--- src/hw/rxlm_pkg.sv ---
// rxlm_pkg: offsets, reset values, field positions and carrier types for
// the receive link monitor register bank.
// assumes an 8-bit register port and one 40 MHz system clock.
package rxlm_pkg;

    // register offsets (byte wide registers)
    localparam logic [7:0] OFS_A_REM_IRQ_EN   = 8'h3D;
    localparam logic [7:0] OFS_A_LB_CELL_CNT  = 8'h3E;
    localparam logic [7:0] OFS_A_CTRL         = 8'h3F;
    localparam logic [7:0] OFS_A_CELL_THR     = 8'h40;
    localparam logic [7:0] OFS_A_FRAME_THR    = 8'h41;
    localparam logic [7:0] OFS_A_DESCR_THR    = 8'h42;
    localparam logic [7:0] OFS_A_BEC_HIGH     = 8'h43;
    localparam logic [7:0] OFS_A_BEC_MID      = 8'h44;
    localparam logic [7:0] OFS_A_BEC_LOW      = 8'h45;
    localparam logic [7:0] OFS_A_LOCK_STATUS  = 8'h46;
    localparam logic [7:0] OFS_B_RX_LABEL     = 8'h60;
    localparam logic [7:0] OFS_B_EXP_LABEL    = 8'h61;
    localparam logic [7:0] OFS_B_LOCAL_ALARMS = 8'h62;
    localparam logic [7:0] OFS_B_IRQ_EN       = 8'h63;
    localparam logic [7:0] OFS_B_MSG_FIRST    = 8'h66;
    localparam logic [7:0] OFS_B_MSG_LAST     = 8'h6D;

    // reset values
    localparam logic [7:0] RST_CELL_THR  = 8'h78;
    localparam logic [7:0] RST_FRAME_THR = 8'h78;
    localparam logic [7:0] RST_DESCR_THR = 8'h88;

    // control register fields
    localparam int CTRL_LOOPBACK_BIT = 0;
    localparam int CTRL_BEC_MODE_BIT = 1;

    // port B local alarm field positions
    localparam int ALM_LABEL_CHANGED  = 6;
    localparam int ALM_LABEL_MISMATCH = 5;
    localparam int ALM_STATUS_CHANGED = 4;
    localparam int ALM_UNLOCK_LSB     = 1;
    localparam int ALM_BUF_FULL       = 0;

    // counter width, message buffer size and saturation value
    localparam int         BEC_W     = 24;
    localparam int         MSG_BYTES = 8;
    localparam logic [3:0] CONF_MAX  = 4'hF;

    // delineation lock state, one-hot
    typedef enum logic [1:0] {
        RXLM_UNLOCKED = 2'b01,
        RXLM_LOCKED   = 2'b10
    } rxlm_lock_e;

    // one header check outcome from the receive datapath
    typedef struct packed {
        logic valid;
        logic ok;
    } rxlm_hdr_check_s;

    // lock machine state with its consecutive or confidence count
    typedef struct packed {
        rxlm_lock_e st;
        logic [3:0] cnt;
    } rxlm_delin_s;

endpackage

--- src/hw/rxlm_regs.sv ---
// rxlm_regs: receive link monitor register bank with lock machines,
// saturating counters, label check and message buffer handshake.
// assumes inputs synchronous to clk_sys_i and a master that never
// issues read and write strobes in the same cycle.
`timescale 1ns/1ps
`default_nettype none

module rxlm_regs
(
    // clock and reset
    input  wire logic                          clk_sys_i,
    input  wire logic                          rstn_i,
    // register port
    input  wire logic [7:0]                    reg_addr_i,
    input  wire logic [7:0]                    reg_wdata_i,
    input  wire logic                          reg_wr_i,
    input  wire logic                          reg_rd_i,
    output logic      [7:0]                    reg_rdata_o,
    // port A receive events
    input  wire logic [4:0]                    a_rem_alarm_i,
    input  wire logic                          a_lb_cell_i,
    input  wire logic                          a_bit_err_i,
    input  wire rxlm_pkg::rxlm_hdr_check_s     a_cell_chk_i,
    input  wire rxlm_pkg::rxlm_hdr_check_s     a_frame_chk_i,
    input  wire rxlm_pkg::rxlm_hdr_check_s     a_descr_chk_i,
    // port A status and interrupt
    output logic                               a_container_unlock_o,
    output logic                               a_frame_unlock_o,
    output logic                               a_descr_unlock_o,
    output logic                               up_to_down_loopback_en_o,
    output logic                               a_rem_irq_o,
    // port B receive events
    input  wire logic                          b_label_valid_i,
    input  wire logic [7:0]                    b_label_i,
    input  wire logic [2:0]                    b_unlock_i,
    input  wire logic                          b_msg_valid_i,
    input  wire logic [rxlm_pkg::MSG_BYTES*8-1:0] b_msg_i,
    // port B far-end signalling and interrupt
    output logic                               b_msg_accepted_o,
    output logic                               b_irq_o
);

    // whole register bank state
    typedef struct packed {
        logic [7:0]                     rdata;
        logic [4:0]                     a_rem_ie;
        logic [7:0]                     lb_cnt;
        logic [1:0]                     ctrl;
        logic [1:0][7:0]                delin_thr;
        logic [7:0]                     descr_thr;
        rxlm_pkg::rxlm_delin_s [1:0]    delin;
        rxlm_pkg::rxlm_delin_s          descr;
        logic [rxlm_pkg::BEC_W-1:0]     bec;
        logic [rxlm_pkg::BEC_W-1:0]     bec_hold;
        logic [7:0]                     label;
        logic [7:0]                     exp_label;
        logic [6:0]                     alarm;
        logic [6:0]                     b_ie;
        logic [2:0]                     b_unlock_prev;
        logic [rxlm_pkg::MSG_BYTES-1:0][7:0] msg;
        logic                           msg_ack;
        logic                           a_irq;
        logic                           b_irq;
    } rxlm_state_s;

    localparam rxlm_pkg::rxlm_delin_s DELIN_RST =
        '{st: rxlm_pkg::RXLM_UNLOCKED, cnt: 4'h0};
    localparam rxlm_state_s STATE_RST = '{
        delin_thr: {rxlm_pkg::RST_FRAME_THR, rxlm_pkg::RST_CELL_THR},
        descr_thr: rxlm_pkg::RST_DESCR_THR,
        delin:     {DELIN_RST, DELIN_RST},
        descr:     DELIN_RST,
        default:   '0
    };

    rxlm_state_s s_q;
    rxlm_state_s s_d;

    // one step of a consecutive-count delineation machine
    function automatic rxlm_pkg::rxlm_delin_s delin_step(
        input rxlm_pkg::rxlm_delin_s     cur,
        input rxlm_pkg::rxlm_hdr_check_s chk,
        input logic [3:0]                lose_thr,
        input logic [3:0]                gain_thr
    );
        rxlm_pkg::rxlm_delin_s nxt;
        logic [3:0]            inc;
        nxt = cur;
        inc = cur.cnt + 4'h1; // no wrap: count resets before passing the threshold
        if (chk.valid)
        begin
            case (cur.st)
                rxlm_pkg::RXLM_LOCKED:
                begin
                    if (chk.ok)
                        nxt.cnt = 4'h0;
                    else if (inc >= lose_thr)
                        nxt = DELIN_RST;
                    else
                        nxt.cnt = inc;
                end
                rxlm_pkg::RXLM_UNLOCKED:
                begin
                    if (!chk.ok)
                        nxt.cnt = 4'h0;
                    else if (inc >= gain_thr)
                        nxt = '{st: rxlm_pkg::RXLM_LOCKED, cnt: 4'h0};
                    else
                        nxt.cnt = inc;
                end
                default: nxt = DELIN_RST;
            endcase
        end
        return nxt;
    endfunction

    // address decode of the strobes
    logic rd_lb;
    logic rd_bec_hi;
    logic rd_alarm;
    logic wr_alarm;
    logic msg_take;
    logic [3:0] dsc_cnt;
    logic [7:0] msg_idx;
    assign rd_lb     = reg_rd_i && (reg_addr_i == rxlm_pkg::OFS_A_LB_CELL_CNT);
    assign rd_bec_hi = reg_rd_i && (reg_addr_i == rxlm_pkg::OFS_A_BEC_HIGH);
    assign rd_alarm  = reg_rd_i && (reg_addr_i == rxlm_pkg::OFS_B_LOCAL_ALARMS);
    assign wr_alarm  = reg_wr_i && (reg_addr_i == rxlm_pkg::OFS_B_LOCAL_ALARMS);
    assign msg_take  = b_msg_valid_i && !s_q.alarm[rxlm_pkg::ALM_BUF_FULL];
    assign msg_idx   = rxlm_pkg::OFS_B_MSG_LAST - reg_addr_i;

    // next-state logic: register accesses first, then events with set-over-clear merging
    always_comb
    begin
        s_d         = s_q;
        s_d.rdata   = 8'h00;
        s_d.msg_ack = 1'b0;
        dsc_cnt     = s_q.descr.cnt;

        // register reads; unmapped offsets answer zero
        if (reg_rd_i)
        begin
            case (reg_addr_i)
                rxlm_pkg::OFS_A_REM_IRQ_EN:   s_d.rdata = {3'h0, s_q.a_rem_ie};
                rxlm_pkg::OFS_A_LB_CELL_CNT:  s_d.rdata = s_q.lb_cnt;
                rxlm_pkg::OFS_A_CTRL:         s_d.rdata = {6'h00, s_q.ctrl};
                rxlm_pkg::OFS_A_CELL_THR:     s_d.rdata = s_q.delin_thr[0];
                rxlm_pkg::OFS_A_FRAME_THR:    s_d.rdata = s_q.delin_thr[1];
                rxlm_pkg::OFS_A_DESCR_THR:    s_d.rdata = s_q.descr_thr;
                rxlm_pkg::OFS_A_BEC_HIGH:     s_d.rdata = s_q.bec[23:16];
                rxlm_pkg::OFS_A_BEC_MID:      s_d.rdata = s_q.bec_hold[15:8];
                rxlm_pkg::OFS_A_BEC_LOW:      s_d.rdata = s_q.bec_hold[7:0];
                rxlm_pkg::OFS_A_LOCK_STATUS:  s_d.rdata = {5'h00,
                    a_descr_unlock_o, a_frame_unlock_o, a_container_unlock_o};
                rxlm_pkg::OFS_B_RX_LABEL:     s_d.rdata = s_q.label;
                rxlm_pkg::OFS_B_EXP_LABEL:    s_d.rdata = s_q.exp_label;
                rxlm_pkg::OFS_B_LOCAL_ALARMS: s_d.rdata = {1'b0, s_q.alarm};
                rxlm_pkg::OFS_B_IRQ_EN:       s_d.rdata = {1'b0, s_q.b_ie};
                default:
                begin
                    if (reg_addr_i >= rxlm_pkg::OFS_B_MSG_FIRST &&
                        reg_addr_i <= rxlm_pkg::OFS_B_MSG_LAST)
                        s_d.rdata = s_q.msg[msg_idx[2:0]];
                end
            endcase
        end

        // register writes; read-only offsets ignore writes
        if (reg_wr_i)
        begin
            case (reg_addr_i)
                rxlm_pkg::OFS_A_REM_IRQ_EN: s_d.a_rem_ie     = reg_wdata_i[4:0];
                rxlm_pkg::OFS_A_CTRL:       s_d.ctrl         = reg_wdata_i[1:0];
                rxlm_pkg::OFS_A_CELL_THR:   s_d.delin_thr[0] = reg_wdata_i;
                rxlm_pkg::OFS_A_FRAME_THR:  s_d.delin_thr[1] = reg_wdata_i;
                rxlm_pkg::OFS_A_DESCR_THR:  s_d.descr_thr    = reg_wdata_i;
                rxlm_pkg::OFS_B_EXP_LABEL:  s_d.exp_label    = reg_wdata_i;
                rxlm_pkg::OFS_B_IRQ_EN:     s_d.b_ie         = reg_wdata_i[6:0];
                default: ;
            endcase
        end

        // loopback cell count, cleared by read but a new cell still counts
        if (rd_lb)
            s_d.lb_cnt = 8'h00;
        if (s_q.ctrl[rxlm_pkg::CTRL_LOOPBACK_BIT] && a_lb_cell_i &&
            s_d.lb_cnt != 8'hFF)
            s_d.lb_cnt = s_d.lb_cnt + 8'h01;

        // cell and frame delineation machines share one step function
        for (int i = 0; i < 2; i++)
        begin
            s_d.delin[i] = delin_step(s_q.delin[i],
                (i == 0) ? a_cell_chk_i : a_frame_chk_i,
                s_q.delin_thr[i][7:4], s_q.delin_thr[i][3:0]);
        end

        // descrambler confidence counter, direction flips with lock state
        if (a_descr_chk_i.valid)
        begin
            case (s_q.descr.st)
                rxlm_pkg::RXLM_LOCKED:
                begin
                    if (a_descr_chk_i.ok)
                        dsc_cnt = (dsc_cnt == 4'h0) ? 4'h0 : dsc_cnt - 4'h1;
                    else
                        dsc_cnt = (dsc_cnt == rxlm_pkg::CONF_MAX) ?
                                  dsc_cnt : dsc_cnt + 4'h1;
                    if (dsc_cnt >= s_q.descr_thr[7:4])
                        s_d.descr = DELIN_RST;
                    else
                        s_d.descr.cnt = dsc_cnt;
                end
                rxlm_pkg::RXLM_UNLOCKED:
                begin
                    if (a_descr_chk_i.ok)
                        dsc_cnt = (dsc_cnt == rxlm_pkg::CONF_MAX) ?
                                  dsc_cnt : dsc_cnt + 4'h1;
                    else
                        dsc_cnt = (dsc_cnt == 4'h0) ? 4'h0 : dsc_cnt - 4'h1;
                    if (dsc_cnt >= s_q.descr_thr[3:0])
                        s_d.descr = '{st: rxlm_pkg::RXLM_LOCKED, cnt: 4'h0};
                    else
                        s_d.descr.cnt = dsc_cnt;
                end
                default: s_d.descr = DELIN_RST;
            endcase
        end

        // bit error count: high byte read snapshots and clears the live count
        if (rd_bec_hi)
        begin
            s_d.bec_hold = s_q.bec;
            s_d.bec      = '0;
        end
        if (!s_q.ctrl[rxlm_pkg::CTRL_BEC_MODE_BIT])
            s_d.bec = '0;
        else if (a_bit_err_i && s_d.bec != '1)
            s_d.bec = s_d.bec + 24'h00_0001;

        // received label and its change check
        if (b_label_valid_i)
            s_d.label = b_label_i;

        // local alarms: read clears bits 6..1, any pending event wins
        s_d.b_unlock_prev = b_unlock_i;
        if (rd_alarm)
            s_d.alarm[6:1] = 6'h00;
        if (b_label_valid_i && b_label_i != s_q.label)
            s_d.alarm[rxlm_pkg::ALM_LABEL_CHANGED] = 1'b1;
        if (s_q.label != s_q.exp_label)
            s_d.alarm[rxlm_pkg::ALM_LABEL_MISMATCH] = 1'b1;
        if (|(b_unlock_i ^ s_q.b_unlock_prev))
            s_d.alarm[rxlm_pkg::ALM_STATUS_CHANGED] = 1'b1;
        s_d.alarm[3:1] = s_d.alarm[3:1] | b_unlock_i;

        // message buffer: only software empties it, only arrival fills it
        if (wr_alarm && !reg_wdata_i[rxlm_pkg::ALM_BUF_FULL])
            s_d.alarm[rxlm_pkg::ALM_BUF_FULL] = 1'b0;
        if (msg_take)
        begin
            s_d.msg = b_msg_i;
            s_d.alarm[rxlm_pkg::ALM_BUF_FULL] = 1'b1;
            s_d.msg_ack = 1'b1;
        end

        // interrupts are registered, so they trail their cause by one cycle
        s_d.a_irq = |(a_rem_alarm_i & s_q.a_rem_ie);
        s_d.b_irq = |(s_q.alarm & s_q.b_ie);
    end

    // state register
    always_ff @(posedge clk_sys_i or negedge rstn_i)
    begin
        if (!rstn_i)
            s_q <= STATE_RST;
        else
            s_q <= s_d;
    end

    // outputs straight from state bits
    assign reg_rdata_o = s_q.rdata;
    // one-hot unlocked code is 2'b01, so bit 0 is the unlock flag itself
    assign a_container_unlock_o =
        s_q.delin[0].st[0];
    assign a_frame_unlock_o =
        s_q.delin[1].st[0];
    assign a_descr_unlock_o = s_q.descr.st[0];
    assign up_to_down_loopback_en_o = s_q.ctrl[rxlm_pkg::CTRL_LOOPBACK_BIT];
    assign a_rem_irq_o      = s_q.a_irq;
    assign b_msg_accepted_o = s_q.msg_ack;
    assign b_irq_o          = s_q.b_irq;

    // checks
    chk_irq_gate_a: assert property (@(posedge clk_sys_i) disable iff (!rstn_i)
        a_rem_irq_o == $past(|(a_rem_alarm_i & s_q.a_rem_ie)))
        else $error("remote alarm interrupt not gated by enables");
    chk_lb_count_up: assert property (@(posedge clk_sys_i) disable iff (!rstn_i)
        (s_q.ctrl[0] && a_lb_cell_i && !rd_lb && s_q.lb_cnt != 8'hFF)
        |=> s_q.lb_cnt == $past(s_q.lb_cnt) + 8'h01)
        else $error("loopback cell not counted");
    chk_lb_sticks: assert property (@(posedge clk_sys_i) disable iff (!rstn_i)
        (s_q.lb_cnt == 8'hFF && !rd_lb) |=> s_q.lb_cnt == 8'hFF)
        else $error("loopback count left saturation without read");
    chk_cell_unlock: assert property (@(posedge clk_sys_i) disable iff (!rstn_i)
        $rose(a_container_unlock_o)
        |-> $past(a_cell_chk_i.valid && !a_cell_chk_i.ok))
        else $error("cell lock lost without a bad header");
    chk_cell_gain: assert property (@(posedge clk_sys_i) disable iff (!rstn_i)
        $fell(a_container_unlock_o)
        |-> $past(a_cell_chk_i.valid && a_cell_chk_i.ok))
        else $error("cell lock gained without a good header");
    chk_frame_unlock: assert property (@(posedge clk_sys_i) disable iff (!rstn_i)
        $rose(a_frame_unlock_o)
        |-> $past(a_frame_chk_i.valid && !a_frame_chk_i.ok))
        else $error("frame lock lost without a bad check");
    chk_frame_gain: assert property (@(posedge clk_sys_i) disable iff (!rstn_i)
        $fell(a_frame_unlock_o)
        |-> $past(a_frame_chk_i.valid && a_frame_chk_i.ok))
        else $error("frame lock gained without a good check");
    chk_descr_unlock: assert property (@(posedge clk_sys_i) disable iff (!rstn_i)
        $rose(a_descr_unlock_o) |-> $past(a_descr_chk_i.valid))
        else $error("descrambler lock changed without a prediction");
    chk_bec_zero: assert property (@(posedge clk_sys_i) disable iff (!rstn_i)
        !s_q.ctrl[1] |=> s_q.bec == '0)
        else $error("bit error count not held at zero");
    chk_bec_sticks: assert property (@(posedge clk_sys_i) disable iff (!rstn_i)
        (s_q.bec == '1 && !rd_bec_hi && s_q.ctrl[1]) |=> s_q.bec == '1)
        else $error("bit error count wrapped");
    chk_bec_snap: assert property (@(posedge clk_sys_i) disable iff (!rstn_i)
        rd_bec_hi |=> s_q.bec_hold == $past(s_q.bec))
        else $error("bit error snapshot not captured");
    chk_label_change: assert property (@(posedge clk_sys_i) disable iff (!rstn_i)
        (b_label_valid_i && b_label_i != s_q.label) |=> s_q.alarm[6])
        else $error("label change alarm not set");
    chk_msg_hold: assert property (@(posedge clk_sys_i) disable iff (!rstn_i)
        s_q.alarm[0] |=> $stable(s_q.msg))
        else $error("full message buffer overwritten");
    chk_msg_accept: assert property (@(posedge clk_sys_i) disable iff (!rstn_i)
        (b_msg_valid_i && !s_q.alarm[0])
        |=> s_q.alarm[0] && b_msg_accepted_o ##1 !b_msg_accepted_o)
        else $error("message arrival not flagged and signalled");

endmodule

`default_nettype wire

--- config.mk ---
export PLATFORM = sky130hd
export DESIGN_NAME = rxlm_regs
export DESIGN_NICKNAME = d
export VERILOG_FILES = /design/src/hw/rxlm_pkg.sv /design/src/hw/rxlm_regs.sv
export SDC_FILE = /design/constraint.sdc
export NUM_CORES = 1
export LEC_CHECK = 0
export ABC_AREA = 0
export BUFFER_PORTS_ARGS = -buffer_cell sky130_fd_sc_hd__clkbuf_2
export CAP_MARGIN = 10
export CORE_ASPECT_RATIO = 1.5
export CORE_MARGIN = 2
export CORE_UTILIZATION = 55
export CTS_CLUSTER_DIAMETER = 30
export DETAILED_ROUTE_END_ITERATION = 7
export GPL_TIMING_DRIVEN = 0
export PLACE_DENSITY = 0.82
export SETUP_SLACK_MARGIN = 0.5
export SLEW_MARGIN = 25
export SYNTH_ARGS = -nofsm -noshare
export SYNTH_HDL_FRONTEND = slang
export SYNTH_SLANG_ARGS = --single-unit
--- constraint.sdc ---
create_clock -name clk_sys_i -period 4.3 [get_ports clk_sys_i]
set_input_delay 0 -clock clk_sys_i [delete_from_list [all_inputs] [get_ports clk_sys_i]]
set_output_delay 0 -clock clk_sys_i [all_outputs]
set_load 0.01 [all_outputs]
==> flow_summary.ini <==
[clock_tree]
clock_latency_ns = 0.53
post_cts_buffers = 0
clkSinkCount = 205
cts_tree = built
cts.htree.levels = 2
cts-buffers-inserted = 34
clk_pin_slew_ns = 0.06
cts_buffer_depth = 3
cts-root-buf = clkbuf_16

[power_and_ir_drop]
p_seq_frac = 0.387
pwr-share-comb = 0.200
vdd_drop_max_uv = 497
switching_share = 0.297
p_clk_frac = 0.413
p_int_mw = 4.87
p_leak_nw = 6.39
switchingPower_mw = 2.06
power_density_nw_per_um2 = 488

[grt]
grt_max_degree = 88
grt_pass1_vias = 10100
overflow = 0
antenna_found_initial = 2
grt_usage = 0.342
grt_pass1_wl_um = 55200

[yosys]
synth_cell_type_count = 67
syn_nets = 1148
synth_top_family_by_area = multiplexers
synth_ff_type = dfrtp_1
synth_compound_area_frac = 0.0860
synthMuxAreaShare = 0.192
synth-simple-area-share = 0.137
synth_fa_ha_area_frac = 0.0454
syn_area_um2 = 11000
yosysSeqAreaShare = 0.467
synthXorXnorAreaFrac = 0.0334
ys_ff_latch = 205
postSynthCellCount = 998
synth_area_per_cell_um2 = 11.0
async_flop_share = 1.00
synth-edff-count = 0
ys.warnings.count = 0

[finish]
largest_reg_flops = 190
fin_util = 0.721
top_register = s_q
drive_gt1_frac = 0.286
synthToLayoutAreaGrowth_pct = 28.8
nets = 1403
final_cell_mix = dfrtp_1 (192), mux2_2 (129), clkbuf_2 (119), nand2_1 (102), dlygate4sd3_1 (98)
layout_commonest_cell = dfrtp_1
seq_area_um2 = 5150
multiInputGateArea_um2 = 5430
nFillCells = 1262
stdcell_area_um2 = 14200
final_cells = 1540

[detailed_routing]
wirelength_um = 35600
drtIter0Drc = 1039
antenna_left = 0
drcViolationCount = 0
vias = 9586
first_pass_iters = 5
wire_per_inst_um = 23.1
via_per_inst = 6.22

[setup_path]
crit_required_ns = 4.69
endpoint_kind = flip-flop
cpMaxStageDelayCell = a2111oi_1
cpPeakStageDelay_ns = 0.50
crit_path_start_kind = flip-flop
cp_max_fo = 6
crit_type = reg -> reg
crit_arrival_ns = 3.90
path_cells = inv_1 -> ha_1 -> or3b_2 -> nor2_1 -> a211oi_1 -> a31oi_1 -> ha_1 -> nand2b_1 -> a2111oi_1 -> nor2_1 -> nand3_1 -> mux2_2

[timing]
fin_skew_ns = 0.0300
fmax_ghz = 0.284
layout_setup_ws_ns = 0.784
setup_viol = 0
grt_setup_unrepaired = no
tightest_slew_ns = 0.930
finalCritPeriodShare = 0.818
drv_slew = 0
finalHoldViolCount = 2
fin_hold_ws_ns = -0.00367
fin_setup_tns_ns = 0
slew_headroom = 0.380
fin_crit_ns = 3.52

[floorplan]
io_pins = 125
rows = 63
die_area_um2 = 21200
start_util = 0.559
fp.dieH_um = 177
dieWidth_um = 120
coreArea_um2 = 19700

[placed_design]
placed_area_um2 = 12000
place_congestion = 0.953
dp.cells = 1379
io_buffers = 119
hpwl_um = 22000
pre_cts_ws_ns = 0.762

[hold_path]
hp-class = in -> async

[job]
cap_violations = 0

[run_status]
status = finished with violations
violations = hold timing
-- per-layer routing --
metal / track usage / wire, um / part of all wire / vias to the layer above
li1: - / - / - / 4108
met1: 0.350 / 11500 / 0.32 / 4655
met2: 0.622 / 18700 / 0.52 / 592
met3: 0.0684 / 2580 / 0.073 / 229
met4: 0.234 / 2840 / 0.080 / 2
met5: 0 / 13 / 0.00037 / -
-- final cells by class --
cell class,instances,share of cell area
Clock buffer,40,0.0636
Buffer,51,0.0181
Antenna cell,1,0.000176
Tap cell,260,0.0229
Multi-Input combinational cell,692,0.383
Sequential cell,205,0.362
Inverter,50,0.0132
Clock inverter,22,0.0213
Timing Repair Buffer,219,0.116
-- critical path: cells and delay by family (launching register included) --
| family | cells | cell delay (ns) |
|---|---|---|
| AO/OA/AOI/OAI | 3 | 0.79 |
| AND/OR/NAND/NOR | 5 | 1.15 |
| adder cells (fa/ha/maj) | 2 | 0.53 |
| flip-flops | 1 | 0.44 |
| buffers and inverters | 1 | 0.13 |
| multiplexers | 1 | 0.35 |
-- final timing paths --
check | start | to | slack, ns | cells after the start
worst min register to register | s_q[108]$_DFFE_PN0P_ | s_q[108]$_DFFE_PN0P_ | 0.50 | 2
worst max-delay path | s_q[149]$_DFFE_PN0P_ | s_q[153]$_DFFE_PN0P_ | 0.78 | 12
max in group asynchronous | rstn_i | a_descr_unlock_o$_DFFE_PN1P_ | 3.46 | 3
worst max register to register | s_q[149]$_DFFE_PN0P_ | s_q[153]$_DFFE_PN0P_ | 0.78 | 12
min in group clk_sys_i | reg_wr_i | s_q[77]$_DFFE_PN0P_ | 0.05 | 3
worst min-delay path | rstn_i | s_q[4]$_DFFE_PN0P_ | -0.004 | 2
-- stage by stage --
stage	hold slack [ns]	total power, mW
2_1_floorplan	-0.296	3.43
4_1_cts	0.00300	6.79
3_3_place_gp	0.161	3.76
5_1_grt	0.0317	7.18
6_report	-0.00367	6.94
3_5_place_dp	-0.0139	3.86
-- cell families after synthesis --
| group | count (synthesis) |
|---|---|
| muxes | 171 |
| and+or+nand+nor | 297 |
| AOI/OAI and AO/OA | 142 |
| xor gates and xnor gates | 42 |
| buffers and inverters | 101 |
| DFF | 205 |
| adders and majority gates | 40 |
-- synthesized netlist by cell type (all sizes together) (7+ instances only) --
cell type  number  area share
dfrtp         192        0.44
mux2          129        0.13
nand2         102       0.035
inv            50       0.017
nor2           49       0.017
ha             40       0.045
nand3          39       0.019
clkbuf         29      0.0099
a21oi          27       0.012
o21ai          27       0.012
mux2i          23       0.021
buf            22       0.013
nand4          22       0.012
xnor2          21       0.017
xor2           21       0.017
a22oi          19       0.013
mux4           19       0.039
nand2b         15      0.0085
o22ai          15      0.0085
dfstp          13       0.031
and2           11      0.0062
and3           11      0.0067
a31oi           8      0.0045
nor2b           8      0.0045
nand3b          7      0.0048
nor3            7      0.0032
-- power by group through the flow --
stage	clock, mW	sequential [mW]	combinational, mW
global placement	0	2.60	1.16
detailed placement	0	2.64	1.23
finish	2.86	2.69	1.39
CTS	2.84	2.62	1.33
global route	2.97	2.71	1.50
floorplan	0	2.53	0.896
-- repair_timing --
item,in CTS,in global routing
hold buffers,98,0
endpoints found under the hold margin,353,0
resized for setup,0,1
endpoints found under the setup margin,0,2
Note: power is estimated with default switching activity, not from simulation.
